`config.mk`:
```
export PLATFORM = sky130hd
export DESIGN_NAME = setpoint_limit_register_bank
export DESIGN_NICKNAME = d
export VERILOG_FILES = /design/src/hw/limit_pkg.sv /design/src/hw/setpoint_limit_register_bank.sv
export VERILOG_INCLUDE_DIRS = /design/src /design/src/hw
export SDC_FILE = /design/constraint.sdc
export NUM_CORES = 1
export LEC_CHECK = 0
export BUFFER_PORTS_ARGS = -buffer_cell sky130_fd_sc_hd__buf_2
export CAP_MARGIN = 40
export CORE_MARGIN = 3
export CORE_UTILIZATION = 40
export DETAILED_ROUTE_END_ITERATION = 7
export SETUP_SLACK_MARGIN = 0.2
export SLEW_MARGIN = 20
export SYNTH_ARGS = -nofsm -noshare
export SYNTH_HDL_FRONTEND = slang
export SYNTH_SLANG_ARGS = --single-unit
```
`constraint.sdc`:
```
create_clock -name sys_clk -period 4.4 [get_ports sys_clk]
set_clock_uncertainty 0.2 [all_clocks]
set_input_delay 0.22 -clock sys_clk [delete_from_list [all_inputs] [get_ports sys_clk]]
set_output_delay 0.22 -clock sys_clk [all_outputs]
set_load 0.005 [all_outputs]
```
`src/hw/limit_consts.svh`:
```
`ifndef LIMIT_CONSTS_SVH
`define LIMIT_CONSTS_SVH

// holding register numbers
`define ADDR_RESTORE        8'h0a
`define ADDR_P_SPAN_UPPER   8'h0e
`define ADDR_P_TARGET       8'h0f
`define ADDR_F_ALARM_LO_HI  8'h10
`define ADDR_F_ALARM_LO_LO  8'h11
`define ADDR_F_ALARM_UP_HI  8'h12
`define ADDR_F_ALARM_UP_LO  8'h13
`define ADDR_F_SPAN_LO_HI   8'h14
`define ADDR_F_SPAN_LO_LO   8'h15
`define ADDR_F_SPAN_UP_HI   8'h16
`define ADDR_F_SPAN_UP_LO   8'h17
`define ADDR_F_TARGET_HI    8'h18
`define ADDR_F_TARGET_LO    8'h19
`define ADDR_V_ALARM_LOWER  8'h1a
`define ADDR_V_ALARM_UPPER  8'h1b
`define ADDR_V_SPAN_LOWER   8'h1c
`define ADDR_V_SPAN_UPPER   8'h1d
`define ADDR_V_TARGET       8'h1e

// model codes
`define MODEL_1K0           2'h0
`define MODEL_2K0           2'h1
`define MODEL_4K0           2'h2
`define MODEL_10K           2'h3

// pressure range per model, 1 count = 1 Pa
`define P_MAX_1K0           16'h03e8
`define P_MAX_2K0           16'h07d0
`define P_MAX_4K0           16'h0fa0
`define P_MAX_10K           16'h2710

// volume flow range per model, 1 count = 1 m3/h
`define F_MAX_1K0           32'h000061a8
`define F_MAX_2K0           32'h00009c40
`define F_MAX_4K0           32'h000186a0
`define F_MAX_10K           32'h0003d090
`define F_MARGIN            32'h0000000a
`define F_MIN               32'h00000000

// air velocity, 1 count = 0.1 m/s
`define V_MAX               16'h012c
`define V_MARGIN            16'h000a
`define V_MIN               16'h0000

`define RESTORE_GO          16'h0001
`define RESTORE_IDLE        16'h0000
`define ZERO16              16'h0000

`endif

```
`src/hw/limit_pkg.sv`:
```
package limit_pkg;

    typedef struct packed {
        logic [15:0] p_span_upper;
        logic [15:0] p_target;
        logic [31:0] f_alarm_lower;
        logic [31:0] f_alarm_upper;
        logic [31:0] f_span_lower;
        logic [31:0] f_span_upper;
        logic [31:0] f_target;
        logic [15:0] v_alarm_lower;
        logic [15:0] v_alarm_upper;
        logic [15:0] v_span_lower;
        logic [15:0] v_span_upper;
        logic [15:0] v_target;
    } limits_type;

    typedef struct packed {
        logic        wr;
        logic [7:0]  addr;
        logic [15:0] wdata;
    } reg_req_type;

endpackage : limit_pkg

```
`src/hw/setpoint_limit_register_bank.sv`:
```
`timescale 1ns/1ns
// Functional notes
// [RULE1] pressure span upper stays >= pressure target and <= model range
// [RULE2] pressure target holds 0 up to model maximum, one count per pascal
// [RULE3] flow alarm lower stays <= flow target and <= range minus 10
// [RULE4] flow values are 32 bits, high word at lower register number
// [RULE5] high words exist only on the two largest models
// [RULE6] flow alarm upper stays >= flow target and >= range minimum plus 10
// [RULE7] flow span lower stays <= flow target and <= flow alarm upper
// [RULE8] flow span upper stays >= flow target, >= alarm lower, <= range
// [RULE9] flow target is a word pair, 0 up to model maximum
// [RULE10] velocity alarm lower stays <= target and <= 300 minus 10
// [RULE11] velocity alarm upper stays >= target, at most 300, resets to 300
// [RULE12] velocity span lower stays <= target and <= alarm upper, reset 0
// [RULE13] velocity span upper stays >= target and >= alarm lower, reset 300
// [RULE14] velocity target accepts 0 to 300, resets to zero
// [RULE15] writing one to restore reloads defaults, then clears itself
// [RULE16] writes breaking a limit ordering are refused, old value kept
// [RULE17] master writes both flow words together; high word is staged
`include "limit_consts.svh"

module setpoint_limit_register_bank #(
    parameter logic [1:0] MODEL = `MODEL_4K0
) (
    input  wire logic                   sys_clk,
    input  wire logic                   resetn,
    input  wire logic                   req_valid,
    input  wire limit_pkg::reg_req_type req,
    output logic                        ack_ff,
    output logic                        refused_ff,
    output logic [15:0]                 rdata_ff,
    output limit_pkg::limits_type       lim_ff
);

    ////////////////////////////////////////////////////////////////////
    // model dependent ranges

    localparam logic [15:0] P_MAX =
        (MODEL == `MODEL_1K0) ? `P_MAX_1K0 :
        (MODEL == `MODEL_2K0) ? `P_MAX_2K0 :
        (MODEL == `MODEL_4K0) ? `P_MAX_4K0 : `P_MAX_10K;

    localparam logic [31:0] F_MAX =
        (MODEL == `MODEL_1K0) ? `F_MAX_1K0 :
        (MODEL == `MODEL_2K0) ? `F_MAX_2K0 :
        (MODEL == `MODEL_4K0) ? `F_MAX_4K0 : `F_MAX_10K;

    localparam logic WIDE = (MODEL == `MODEL_4K0) ||
                            (MODEL == `MODEL_10K); // [RULE5]

    ////////////////////////////////////////////////////////////////////
    // derived bounds

    localparam logic [31:0] F_ALARM_LO_CEIL  = F_MAX - `F_MARGIN; // [RULE3]
    localparam logic [31:0] F_ALARM_UP_FLOOR = `F_MIN + `F_MARGIN; // [RULE6]
    localparam logic [15:0] V_ALARM_LO_CEIL  = `V_MAX - `V_MARGIN; // [RULE10]
    localparam logic [15:0] V_ALARM_UP_FLOOR = `V_MIN + `V_MARGIN; // [RULE11]

    localparam limit_pkg::limits_type DFLT = '{
        p_span_upper  : P_MAX,
        p_target      : `ZERO16,
        f_alarm_lower : `F_MIN,
        f_alarm_upper : F_MAX,
        f_span_lower  : `F_MIN,
        f_span_upper  : F_MAX,
        f_target      : `F_MIN,
        v_alarm_lower : `V_MIN,
        v_alarm_upper : `V_MAX,
        v_span_lower  : `V_MIN,
        v_span_upper  : `V_MAX,
        v_target      : `ZERO16
    }; // [RULE11] [RULE12] [RULE13] [RULE14]

    ////////////////////////////////////////////////////////////////////
    // declarations

    logic                  restore_ff;
    logic [15:0]           stage_ff;
    limit_pkg::limits_type nxt_lim;
    logic                  ok;
    logic [31:0]           wide_val;
    logic [15:0]           wv;
    logic [15:0]           rd;
    logic                  wr_go;
    logic                  wr_req;
    logic                  rd_go;
    logic                  accept;
    logic                  hi_sel;
    logic                  restore_go;

    ////////////////////////////////////////////////////////////////////
    // request decode

    assign wr_req     = req_valid && req.wr;
    assign rd_go      = req_valid && !req.wr;
    assign wr_go      = wr_req && !restore_ff;
    assign accept     = wr_go && ok;
    assign hi_sel     = !req.addr[0] && req.addr >= `ADDR_F_ALARM_LO_HI &&
                        req.addr <= `ADDR_F_TARGET_HI; // [RULE17]
    assign restore_go = (req.addr == `ADDR_RESTORE) &&
                        (req.wdata == `RESTORE_GO); // [RULE15]

    ////////////////////////////////////////////////////////////////////
    // write checking

    always_comb begin
        nxt_lim  = lim_ff;
        ok       = 1'b0;
        wv       = req.wdata;
        // [RULE4] high word from stage, low word from this write
        wide_val = WIDE ? {stage_ff, req.wdata} : {`ZERO16, req.wdata};
        case (req.addr)
            `ADDR_RESTORE: begin
                ok = (wv == `RESTORE_GO) || (wv == `RESTORE_IDLE);
            end
            `ADDR_P_SPAN_UPPER: begin
                ok = (wv >= lim_ff.p_target) && (wv <= P_MAX); // [RULE1]
                nxt_lim.p_span_upper = wv;
            end
            `ADDR_P_TARGET: begin
                ok = (wv <= P_MAX) &&
                     (wv <= lim_ff.p_span_upper); // [RULE2] [RULE16]
                nxt_lim.p_target = wv;
            end
            `ADDR_F_ALARM_LO_HI, `ADDR_F_ALARM_UP_HI,
            `ADDR_F_SPAN_LO_HI, `ADDR_F_SPAN_UP_HI,
            `ADDR_F_TARGET_HI: begin
                ok = WIDE; // [RULE5] [RULE17]
            end
            `ADDR_F_ALARM_LO_LO: begin
                ok = (wide_val <= lim_ff.f_target) &&
                     (wide_val <= F_ALARM_LO_CEIL); // [RULE3]
                nxt_lim.f_alarm_lower = wide_val;
            end
            `ADDR_F_ALARM_UP_LO: begin
                ok = (wide_val >= lim_ff.f_target) &&
                     (wide_val >= F_ALARM_UP_FLOOR) &&
                     (wide_val <= F_MAX); // [RULE6]
                nxt_lim.f_alarm_upper = wide_val;
            end
            `ADDR_F_SPAN_LO_LO: begin
                ok = (wide_val <= lim_ff.f_target) &&
                     (wide_val <= lim_ff.f_alarm_upper); // [RULE7]
                nxt_lim.f_span_lower = wide_val;
            end
            `ADDR_F_SPAN_UP_LO: begin
                ok = (wide_val >= lim_ff.f_target) &&
                     (wide_val >= lim_ff.f_alarm_lower) &&
                     (wide_val <= F_MAX); // [RULE8]
                nxt_lim.f_span_upper = wide_val;
            end
            `ADDR_F_TARGET_LO: begin
                ok = (wide_val <= F_MAX) &&
                     (wide_val >= lim_ff.f_alarm_lower) &&
                     (wide_val >= lim_ff.f_span_lower) &&
                     (wide_val <= lim_ff.f_alarm_upper) &&
                     (wide_val <= lim_ff.f_span_upper); // [RULE9] [RULE16]
                nxt_lim.f_target = wide_val;
            end
            `ADDR_V_ALARM_LOWER: begin
                ok = (wv <= lim_ff.v_target) &&
                     (wv <= V_ALARM_LO_CEIL); // [RULE10]
                nxt_lim.v_alarm_lower = wv;
            end
            `ADDR_V_ALARM_UPPER: begin
                ok = (wv >= lim_ff.v_target) &&
                     (wv >= V_ALARM_UP_FLOOR) &&
                     (wv <= `V_MAX); // [RULE11]
                nxt_lim.v_alarm_upper = wv;
            end
            `ADDR_V_SPAN_LOWER: begin
                ok = (wv <= lim_ff.v_target) &&
                     (wv >= `V_MIN) &&
                     (wv <= lim_ff.v_alarm_upper); // [RULE12]
                nxt_lim.v_span_lower = wv;
            end
            `ADDR_V_SPAN_UPPER: begin
                ok = (wv >= lim_ff.v_target) &&
                     (wv >= lim_ff.v_alarm_lower) &&
                     (wv <= `V_MAX); // [RULE13]
                nxt_lim.v_span_upper = wv;
            end
            `ADDR_V_TARGET: begin
                ok = (wv <= `V_MAX) &&
                     (wv >= lim_ff.v_alarm_lower) &&
                     (wv >= lim_ff.v_span_lower) &&
                     (wv <= lim_ff.v_alarm_upper) &&
                     (wv <= lim_ff.v_span_upper); // [RULE14] [RULE16]
                nxt_lim.v_target = wv;
            end
            default: begin
                ok = 1'b0;
            end
        endcase
    end

    ////////////////////////////////////////////////////////////////////
    // read mux

    always_comb begin
        rd = `ZERO16;
        case (req.addr)
            `ADDR_RESTORE: begin
                rd[0] = restore_ff; // [RULE15]
            end
            `ADDR_P_SPAN_UPPER:  rd = lim_ff.p_span_upper;
            `ADDR_P_TARGET:      rd = lim_ff.p_target;
            `ADDR_F_ALARM_LO_HI: rd = WIDE ? lim_ff.f_alarm_lower[31:16]
                                           : `ZERO16; // [RULE5]
            `ADDR_F_ALARM_LO_LO: rd = lim_ff.f_alarm_lower[15:0];
            `ADDR_F_ALARM_UP_HI: rd = WIDE ? lim_ff.f_alarm_upper[31:16]
                                           : `ZERO16;
            `ADDR_F_ALARM_UP_LO: rd = lim_ff.f_alarm_upper[15:0];
            `ADDR_F_SPAN_LO_HI:  rd = WIDE ? lim_ff.f_span_lower[31:16]
                                           : `ZERO16;
            `ADDR_F_SPAN_LO_LO:  rd = lim_ff.f_span_lower[15:0];
            `ADDR_F_SPAN_UP_HI:  rd = WIDE ? lim_ff.f_span_upper[31:16]
                                           : `ZERO16;
            `ADDR_F_SPAN_UP_LO:  rd = lim_ff.f_span_upper[15:0];
            `ADDR_F_TARGET_HI:   rd = WIDE ? lim_ff.f_target[31:16]
                                           : `ZERO16; // [RULE4]
            `ADDR_F_TARGET_LO:   rd = lim_ff.f_target[15:0];
            `ADDR_V_ALARM_LOWER: rd = lim_ff.v_alarm_lower;
            `ADDR_V_ALARM_UPPER: rd = lim_ff.v_alarm_upper;
            `ADDR_V_SPAN_LOWER:  rd = lim_ff.v_span_lower;
            `ADDR_V_SPAN_UPPER:  rd = lim_ff.v_span_upper;
            `ADDR_V_TARGET:      rd = lim_ff.v_target;
            default:             rd = `ZERO16;
        endcase
    end

    ////////////////////////////////////////////////////////////////////
    // restore control

    always_ff @(posedge sys_clk or negedge resetn) begin
        if (!resetn) begin
            restore_ff <= 1'b0;
        end else if (accept && restore_go) begin
            restore_ff <= 1'b1; // [RULE15]
        end else begin
            restore_ff <= 1'b0; // [RULE15]
        end
    end

    ////////////////////////////////////////////////////////////////////
    // high word staging

    always_ff @(posedge sys_clk or negedge resetn) begin
        if (!resetn) begin
            stage_ff <= `ZERO16;
        end else if (restore_ff) begin
            stage_ff <= `ZERO16; // [RULE15]
        end else if (accept && WIDE && hi_sel) begin
            stage_ff <= req.wdata; // [RULE17]
        end
    end

    ////////////////////////////////////////////////////////////////////
    // limit registers

    always_ff @(posedge sys_clk or negedge resetn) begin
        if (!resetn) begin
            lim_ff <= DFLT;
        end else if (restore_ff) begin
            lim_ff <= DFLT; // [RULE15]
        end else if (accept) begin
            lim_ff <= nxt_lim; // [RULE16]
        end
    end

    ////////////////////////////////////////////////////////////////////
    // answer

    always_ff @(posedge sys_clk or negedge resetn) begin
        if (!resetn) begin
            ack_ff <= 1'b0;
        end else begin
            ack_ff <= req_valid;
        end
    end

    ////////////////////////////////////////////////////////////////////
    // refusal

    always_ff @(posedge sys_clk or negedge resetn) begin
        if (!resetn) begin
            refused_ff <= 1'b0;
        end else begin
            refused_ff <= wr_req &&
                          (restore_ff || !ok); // [RULE16]
        end
    end

    ////////////////////////////////////////////////////////////////////
    // read data

    always_ff @(posedge sys_clk or negedge resetn) begin
        if (!resetn) begin
            rdata_ff <= `ZERO16;
        end else begin
            rdata_ff <= rd_go ? rd : `ZERO16;
        end
    end

endmodule : setpoint_limit_register_bank
```
==> Word-level counts from Yosys, hierarchy flattened <==
Index checks and enable logic that the tools add are counted.
{ "word_totals": {"reg_bits": 307, "wordCells": 148} }
{ "classes": {"n_lt_le_gt_ge": 24, "eq_ne": 19, "n_mux": 21, "n_reduce_logical": 67} }
{ "op_table": {"columns": ["operator", "count"], "rows": [
  ["$mux W272", 2],
  ["$pmux W15 S17", 1],
  ["$mux W16", 10],
  ["$mux W32", 5],
  ["$eq A8 B5 Y1 const B", 15],
  ["$ge A32 B32 Y1", 3],
  ["$le A32 B32 Y1", 3],
  ["$ge A16 B16 Y1", 4],
  ["$le A16 B16 Y1", 4],
  ["$le A32 B17 Y1 const B", 2],
  ["$logic_and A1 B1 Y1", 33],
  ["$ge A32 B4 Y1 const B", 1],
  ["$le A16 B9 Y1 const B", 2],
  ["$reduce_bool A2 Y1", 14],
  ["$eq A8 B4 Y1 const B", 3],
  ["$reduce_and A2 Y1", 12],
  ["$pmux W1 S18", 1],
  ["$eq A16 B1 Y1 const B", 1],
  ["$ge A16 B1 Y1 const B", 1],
  ["$ge A16 B4 Y1 const B", 1],
  ["$le A16 B12 Y1 const B", 1],
  ["$logic_not A16 Y1", 1],
  ["$pmux W1 S14", 1],
  ["$ge A8 B5 Y1 const B", 1],
  ["other kinds (5)", 9]
]} }

==> Logic depth before layout (Yosys ltp) <==
Gate-level depths: netlist of the first run.
{ "logic_depth": {"word_depth": 10, "mapped_depth": 17} }

==> Worst setup path before layout of the first run <==
No wires, ideal clock.
{ "synth_timing": {"path_kind": "in2reg", "from": "input req[0] (netlist name)", "to": "register lim_ff[248] (netlist name)", "setup_ns": 0.132, "arrival_ns": 3.434, "slack_ns": 0.634, "stages": 16, "n_path_buf": 4, "cell_sequence": "buf_2 inv_1 ha_1 nand2b_1 a2111oi_0 o311ai_0 a221o_1 a31oi_1 nand2_1 a311oi_4 nand2_2 buf_6 and3_1 buf_4 buf_6 mux2i_1"} }
{ "synth_between": {"elab_chain_cells": 9, "word_cells_on_any_way": 52} }
{ "synth_lines": {"columns": ["item", "line", "text"], "rows": [
  ["from (decl)", "setpoint_limit_register_bank.sv:28", "input wire limit_pkg::reg_req_type req,"],
  ["$le A32 B17 Y1, or another cell as far along", "setpoint_limit_register_bank.sv:138, setpoint_limit_register_bank.sv:149, setpoint_limit_register_bank.sv:153", null],
  ["$logic_and A1 B1 Y1 (on tied branches)", "setpoint_limit_register_bank.sv:153, setpoint_limit_register_bank.sv:184", null],
  ["$logic_and A1 B1 Y1 (on tied branches)", "setpoint_limit_register_bank.sv:154, setpoint_limit_register_bank.sv:184", null],
  ["$logic_and A1 B1 Y1 (on tied branches)", "setpoint_limit_register_bank.sv:155, setpoint_limit_register_bank.sv:184", null],
  ["$logic_and A1 B1 Y1 (on tied branches)", "setpoint_limit_register_bank.sv:156, setpoint_limit_register_bank.sv:184", null],
  ["$pmux W1 S14 *", "setpoint_limit_register_bank.sv:112", "case (req.addr)"],
  ["$logic_and A1 B1 Y1 *", "setpoint_limit_register_bank.sv:97", "assign accept = wr_go && ok;"],
  ["$reduce_bool A2 Y1 (no source line) *", null, null],
  ["$reduce_and A2 Y1 (no source line) *", null, null],
  ["to (signal assigned)", "setpoint_limit_register_bank.sv:267", "lim_ff <= nxt_lim;"],
  ["to (decl)", "setpoint_limit_register_bank.sv:32", "output limit_pkg::limits_type lim_ff"]
]} }
Every way passes the cells marked *; elsewhere a longest branch is shown, timed or not.
A chain may end at the register's enable or synchronous reset.

==> Worst setup path after layout of the first run <==
{ "layout_timing": {"from": "input req[0] (netlist name)", "to": "register lim_ff[173] (netlist name)"} }
The elaborated chain is that of the path after synthesis.

==> results of run 1 <==
==> sequential cells by signal (all words and copies together) (netlist names) <==
register and cells:
lim_ff 272, restore_ff 1, rdata_ff 16, refused_ff 1, stage_ff 16, ack_ff 1
==> final timing paths <==
| kind | from | endpoint | slack (ps) | cells after the start |
|---|---|---|---|---|
| setup / recovery | req[0] | lim_ff[173]$_DFFE_PN0P_ | 220 | 14 |
| hold / removal | req[3] | lim_ff[51]$_DFFE_PN1P_ | 80 | 3 |
| setup reg to reg | stage_ff[2]$_DFFE_PN0P_ | lim_ff[267]$_DFFE_PN1P_ | 290 | 15 |
| hold reg to reg | lim_ff[117]$_DFFE_PN1P_ | lim_ff[117]$_DFFE_PN1P_ | 330 | 2 |
| max in group asynchronous | resetn | lim_ff[5]$_DFFE_PN0P_ | 2600 | 3 |
| min in group asynchronous | resetn | lim_ff[71]$_DFFE_PN0P_ | 100 | 2 |
==> cell usage after synthesis (all sizes together) (5+ instances only) <==
| master | n | share of area |
|---|---|---|
| dfstp | 26 | 0.033 |
| a221oi | 29 | 0.012 |
| or4 | 5 | 0.0018 |
| nor2 | 85 | 0.016 |
| o21ai | 101 | 0.024 |
| nor4 | 18 | 0.0062 |
| inv | 272 | 0.049 |
| o21a | 10 | 0.0036 |
| a31oi | 17 | 0.0051 |
| a222oi | 17 | 0.0082 |
| o211ai | 10 | 0.0036 |
| nor2b | 18 | 0.0054 |
| clkbuf | 69 | 0.013 |
| nand3 | 67 | 0.017 |
| o31ai | 17 | 0.0062 |
| or3 | 5 | 0.0015 |
| and4 | 6 | 0.0025 |
| a221o | 5 | 0.0024 |
| a21oi | 141 | 0.036 |
| buf | 37 | 0.014 |
| ha | 272 | 0.16 |
| nand2b | 8 | 0.0024 |
| a211oi | 16 | 0.0060 |
| a211o | 6 | 0.0030 |
| a2111oi | 10 | 0.0045 |
| nand2 | 259 | 0.047 |
| a22oi | 35 | 0.013 |
| and3 | 10 | 0.0030 |
| dfrtp | 281 | 0.34 |
| a21o | 11 | 0.0040 |
| a22o | 15 | 0.0063 |
| nor3 | 71 | 0.017 |
| and2 | 54 | 0.016 |
| nand4 | 49 | 0.015 |
| mux4 | 6 | 0.0065 |
| mux2i | 150 | 0.073 |
==> kinds of logic after synthesis <==
logic type | Yosys count | share of synthesized area
AOI/OAI and AO/OA | 468 | 0.151
buffers and inverters | 378 | 0.0761
and+or+nand+nor | 664 | 0.155
adders and majority gates | 272 | 0.164
DFF | 307 | 0.373
muxes | 158 | 0.0802
==> power by group through the flow <==
stage | combinational (W) | clock (W) | sequential, W
5_1_grt | 0.000976 | 0.00322 | 0.00290
3_3_place_gp | 0.000850 | 0 | 0.00294
2_1_floorplan | 0.000396 | 0 | 0.00292
4_1_cts | 0.000871 | 0.00310 | 0.00289
6_report | 0.000919 | 0.00308 | 0.00290
3_5_place_dp | 0.000861 | 0 | 0.00294
==> worst max-delay path, delay by kind of cell <==
kind | cells | cell delay (ps)
buffers and inverters | 6 | 1450
AO/OA/AOI/OAI | 5 | 1300
AND/OR/NAND/NOR | 3 | 1410
==> per-stage QoR <==
| step | std cells | setup WS, ps |
|---|---|---|
| 3_5_place_dp | 3345 | -1.58 |
| 4_1_cts | 3423 | 228 |
| 6_report | 3437 | 216 |
| 3_3_place_gp | 3342 | 5.23 |
| 5_1_grt | 3434 | 202 |
| 2_1_floorplan | 2247 | 634 |
==> final cells by class <==
| type | instances | area (µm²) |
|---|---|---|
| Inverter | 272 | 1020 |
| Antenna cell | 3 | 7.51 |
| Fill cell | 4746 | 24700 |
| Clock inverter | 11 | 100 |
| Clock buffer | 57 | 1070 |
| Tap cell | 672 | 841 |
| Sequential cell | 307 | 7720 |
| Multi-Input combinational cell | 1563 | 11500 |
| Timing Repair Buffer | 552 | 3620 |
==> what timing repair did <==
item / 4_1_cts / 5_1_grt
pin swaps: 2 / 3
gates resized for setup: 0 / 23
buffers inserted: 4 / 8
endpoints found under the setup margin: 84 / 246
gates cloned: 0 / 1
hold buffers: 6 / 1
hold endpoints to repair: 96 / 1
==> routing by layer <==
| layer | up-vias | track usage | wire length (µm) |
|---|---|---|---|
| met5 | - | 0 | 33 |
| met2 | 1396 | 0.567 | 44800 |
| met3 | 312 | 0.0830 | 11500 |
| met4 | 4 | 0.202 | 6660 |
| li1 | 9031 | - | - |
| met1 | 10500 | 0.525 | 43000 |
==> summary.md, run 1 <==
| Metric | Value |
|---|---|
| Crit-path max cell delay | 620 ps |
| Nets@finish | 3034 |
| Synth cell types | 78 |
| Cell area after synthesis | 0.0207 mm² |
| Slew margin rel. | 0.342 |
| Number of synthesized flops with an enable pin | 0 |
| Worst setup EP type | flip-flop |
| Row cnt | 82 |
| YS warnings | 0 |
| Clk network pwr share | 0.446 |
| Tmin final | 4180 ps |
| Syn_nets | 2547 |
| Clock Sinks | 307 |
| Routed vias | 21.3k |
| # DRC | 0 |
| DPL Wire Length | 82.0 mm |
| Via-to-Cell Ratio | 6.19 |
| Period utilisation layout | 0.951 |
| DIE HEIGHT | 233 µm |
| H-tree Lvls | 2 |
| Combinational fraction of design power | 0.133 |
| Startpoint Class | input pin |
| Worst slew pin tran | 986 ps |
| Sw Ratio | 0.289 |
| Worst-case clock buffer depth | 3 |
| Slew Viols, Final | 0 |
| GR Util All Layers | 0.384 |
| Routed wire length | 106 mm |
| Status | finished clean |
| Fmax | 0.239 GHz |
| Vias in the first global route | 20.5k |
| Layout area overhead | 25.2% |
| Crit-path max FO | 8 |
| Cell Int Power | 0.00490 W |
| First-pass GRT wire length | 150 mm |
| CTS Buf Count | 38 |
| Count of final setup violators | 0 |
| Yosys reg bits | 307 |
| RD Place Congestion | 1.06 |
| CTS tree | done |
| DIE WIDTH | 233 µm |
| DIE AREA | 0.0545 mm² |
| Sequential Power Share | 0.421 |
| WS Path Type | input pin to flip-flop |
| Core area | 0.0506 mm² |
| Commonest non-fill, non-tap cells in the layout | buf_2 (318), dfrtp_1 (280), ha_1 (272), inv_1 (271), nand2_1 (258) |
| Final Hold Slack | 80.2 ps |
| Top Ports | 318 |
| CP dominant cell by count | buf_4 |
| Pin count of the biggest net entering global routing | 104 |
| Post-synthesis cell count | 2247 |
| Slowest cell on the critical path | dlygate4sd3_1 |
| # port buffers | 317 |
| Crit path cell chain | buf_2 > dlygate4sd3_1 > buf_4 > or4_1 > or4_4 > a211o_1 > buf_4 > nor4b_2 > a311oi_4 > buf_6 > buf_4 > a211o_2 > o21ai_0 > a21oi_1 |
| Seq/Total Area, Yosys | 0.373 |
| Iter 0 DRT Violations | 2565 |
| Wire length per cell | 30.9 µm |
| Share of cells above drive strength 1 | 0.242 |
| Final hold violations | 0 |
| WP data required | 4600 ps |
| Most common cell after layout, fill and taps aside | buf_2 |
| Synth async-reset ratio | 1.00 |
| Fin util | 0.512 |
| Global route total overflow | 0 |
| Ys flop type | dfrtp_1 |
| Initial antenna violation count | 3 |
| Worst min path class | input pin to flip-flop |
| Pleak | 14.1 nW |
| Clock Latency Late Sink | 570 ps |
| Tot Pwr | 0.00689 W |
| Setup TNS | 0 ps |
| Critical Path AT | 4390 ps |
| VDD IR max | 0.000205 V |
| Clock Root Buffer | clkbuf_16 |
| P_sw | 0.00199 W |
| Count of antenna-violating nets left after detailed routing | 0 |
| Worst-path clk slew | 60 ps |
| Max-cap violations | 0 |
| RSZ-0062 raised after global routing | no |
| Post-DP Area | 0.0244 mm² |
| First drt pass iteration count | 8 |
| Final Instance Area | 0.0259 mm² |
| Starting density of the core | 0.409 |
| Avg Cell Area, Syn | 9.21 µm² |
| Cell Pwr Density | 266 mW/mm² |
Note: power is estimated with default switching activity, not from simulation.
==> run 2: changes to the inputs <==
--- a/config.mk
+++ b/config.mk
@@ -11,6 +11,7 @@
 export CORE_MARGIN = 3
 export CORE_UTILIZATION = 40
 export DETAILED_ROUTE_END_ITERATION = 7
+export REMOVE_ABC_BUFFERS = 1
 export SETUP_SLACK_MARGIN = 0.2
 export SLEW_MARGIN = 20
 export SYNTH_ARGS = -nofsm -noshare
==> run 2 against run 1 <==
  * First-iteration DRC count hardly changed
  * Wire length shrank 8.9%
  * Critical path type is now flip-flop to flip-flop
  * Combinational power decreased by 4.0%
  * Sequential power about the same
  * Die area stayed put
  * Clock power increased by 9.4%
  * Critical path depth is 1 higher
  * Global-route usage fell by 3.5 points
==> summary.md, run 2 (same netlist as run 1, synthesis figures left out) <==
| Metric | Value |
|---|---|
| Clock Sinks | 307 (unchanged) |
| Slew margin rel. | 0.408 (+0.0652) |
| Worst slew pin tran | 888 ps (-97.8 ps) |
| Routed vias | 20.2k (-4.8%) |
| Count of antenna-violating nets left after detailed routing | 0 (unchanged) |
| Grt met3 use | 0.0724 (-0.0106) |
| Critical Path AT | 4470 ps (+80 ps) |
| DIE AREA | 0.0545 mm² (unchanged) |
| Global route total overflow | 0 (unchanged) |
| WP data required | 4680 ps (+80 ps) |
| Worst-case clock buffer depth | 3 (unchanged) |
| VDD IR max | 0.000202 V (-1.4%) |
| Worst setup EP type | flip-flop |
| Worst min path class | input pin to flip-flop |
| # DRC | 0 (unchanged) |
| Routed wire length | 96.6 mm (-8.9%) |
| Setup TNS | 0 ps (unchanged) |
| Number of flip-flops in the largest register | 272 (unchanged) |
| Worst reg2reg path depth | 15 (unchanged) |
| Clock Root Buffer | clkbuf_16 |
| R2r setup slk | 210 ps (-80 ps) |
| Pleak | 13.8 nW (-2.1%) |
| # port buffers | 317 (unchanged) |
| DIE HEIGHT | 233 µm (unchanged) |
| Pin count of the biggest net entering global routing | 95 (-8.7%) |
| Regs by FF count | lim_ff (272), rdata_ff (16), stage_ff (16) |
| Via-to-Cell Ratio | 6.04 (-2.4%) |
| Post-DP Area | 0.0238 mm² (-2.4%) |
| GR Util All Layers | 0.349 (-0.0348) |
| First-pass GRT wire length | 137 mm (-8.3%) |
| Grt met1 use | 0.473 (-0.0519) |
| Share of cells above drive strength 1 | 0.222 (-0.0205) |
| WS Path Type | flip-flop to flip-flop |
| Layout Cells excl Fill | 3352 (-2.5%) |
| Clock Latency Late Sink | 580 ps (about the same) |
| Wire length per cell | 28.8 µm (-6.6%) |
| Initial antenna violation count | 1 (-2) |
| RSZ-0062 raised after global routing | yes |
| Commonest non-fill, non-tap cells in the layout | buf_2 (316), dfrtp_1 (280), inv_1 (271), ha_1 (271), nand2_1 (258) |
| DPL Wire Length | 74.6 mm (-9.1%) |
| Cell Pwr Density | 280 mW/mm² (+5.2%) |
| Final Hold Slack | 20.5 ps (-59.7 ps) |
| Busiest grt layer | met2 |
| Starting density of the core | 0.409 (unchanged) |
| GR Util met2 | 0.532 (-0.0349) |
| Reg2Reg Launch Point | lim_ff[127]$_DFFE_PN1P_ |
| Slew Viols, Final | 0 (unchanged) |
| RD Place Congestion | 0.983 (-7.3%) |
| Reg-to-reg endpoint | lim_ff[113]$_DFFE_PN0P_ |
| Status | finished clean |
| Layout area overhead | 23.1% |
| Max-cap violations | 0 (unchanged) |
| Worst-path clk slew | 70 ps (about the same) |
| DIE WIDTH | 233 µm (unchanged) |
| Count of final setup violators | 0 (unchanged) |
| Startpoint Class | flip-flop |
| Nets@finish | 2949 (-2.8%) |
| Period utilisation layout | 0.952 (+0.00127) |
| Core area | 0.0506 mm² (unchanged) |
| Iter 0 DRT Violations | 2564 (-0.039%) |
| Vias in the first global route | 19.4k (-5.5%) |
| Worst setup path startpoint | lim_ff[127]$_DFFE_PN1P_ |
| Placed cells | 3263 (-2.5%) |
| Final Instance Area | 0.0255 mm² (-1.7%) |
| Top Ports | 318 (unchanged) |
| Final hold violations | 0 (unchanged) |
| End point of the critical path | lim_ff[113]$_DFFE_PN0P_ |
| CTS tree | done |
| CTS Buf Count | 38 (unchanged) |
| Row cnt | 82 (unchanged) |
| Tmin final | 4190 ps (+5.58 ps) |
| First drt pass iteration count | 7 (-1) |
| Most common cell after layout, fill and taps aside | buf_2 |
| Reg with most FFs | lim_ff |
| Fmax | 0.239 GHz (-0.13%) |
| Crit-path max FO | 17 (+9) |
| H-tree Lvls | 2 (unchanged) |
-- run 2: final cells by class --
class | instances | area [µm²]
clock inverters | 20 | 198
clock buffers | 50 | 1130
flip-flops and latches | 307 | 7720
fillers | 4778 | 25100
inverters | 272 | 1020
multi-input cells | 1562 | 11500
diodes | 1 | 2.50
well taps | 672 | 841
repair buffers | 468 | 3030
-- run 2: worst min path at each step --
stage	startpoint	depth (start not counted)	slack [ps]	end
2_1_floorplan	resetn	0	-280	ack_ff$_DFF_PN0_
3_3_place_gp	resetn	1	120	lim_ff[60]$_DFFE_PN0P_
3_5_place_dp	resetn	1	120	lim_ff[62]$_DFFE_PN0P_
4_1_cts	req[13]	4	0.2	lim_ff[157]$_DFFE_PN0P_
5_1_grt	req[13]	4	50	lim_ff[157]$_DFFE_PN0P_
6_report	req[13]	4	20	lim_ff[157]$_DFFE_PN0P_
-- run 2: through the flow --
stage | util | power [W] | worst slack (ps)
2_1_floorplan | - | 0.00329 | -786
3_3_place_gp | 0.471 | 0.00374 | -218
3_5_place_dp | 0.472 | 0.00375 | -191
4_1_cts | 0.502 | 0.00713 | 190
5_1_grt | 0.503 | 0.00735 | 189
6_report | 0.503 | 0.00713 | 210
-- run 2: where the power goes --
part           internal (W)  total, W  switching (W)
Sequential          0.00284   0.00287      0.0000322
Clock               0.00199   0.00337        0.00138
Combinational      0.000295  0.000882       0.000587
-- run 2: critical path, stage by stage, from the launching register on --
cell       delay [ps]
dfstp_2           590
inv_1              90
ha_2              330
nand4_1           110
buf_6             160
nor2_1             60
a221o_1           370
or3_1             330
a311o_1           380
nand4bb_1         240
and4_4            200
buf_4             150
nand2_4           170
and3_2            280
buf_12            190
mux2i_1           210
-- run 2: repair_timing --
action / in CTS / in global routing
hold buffers: 10 / 0
pin swaps: 3 / 4
gates resized for setup: 12 / 19
setup endpoints to repair: 273 / 237
buffers inserted: 6 / 2
endpoints found under the hold margin: 103 / 0
-- run 2: routing by layer --
metal	wire, µm	vias to the layer above
met4	5570	0
met3	9180	250
met5	0	-
li1	-	8853
met1	39900	9969
met2	42000	1165
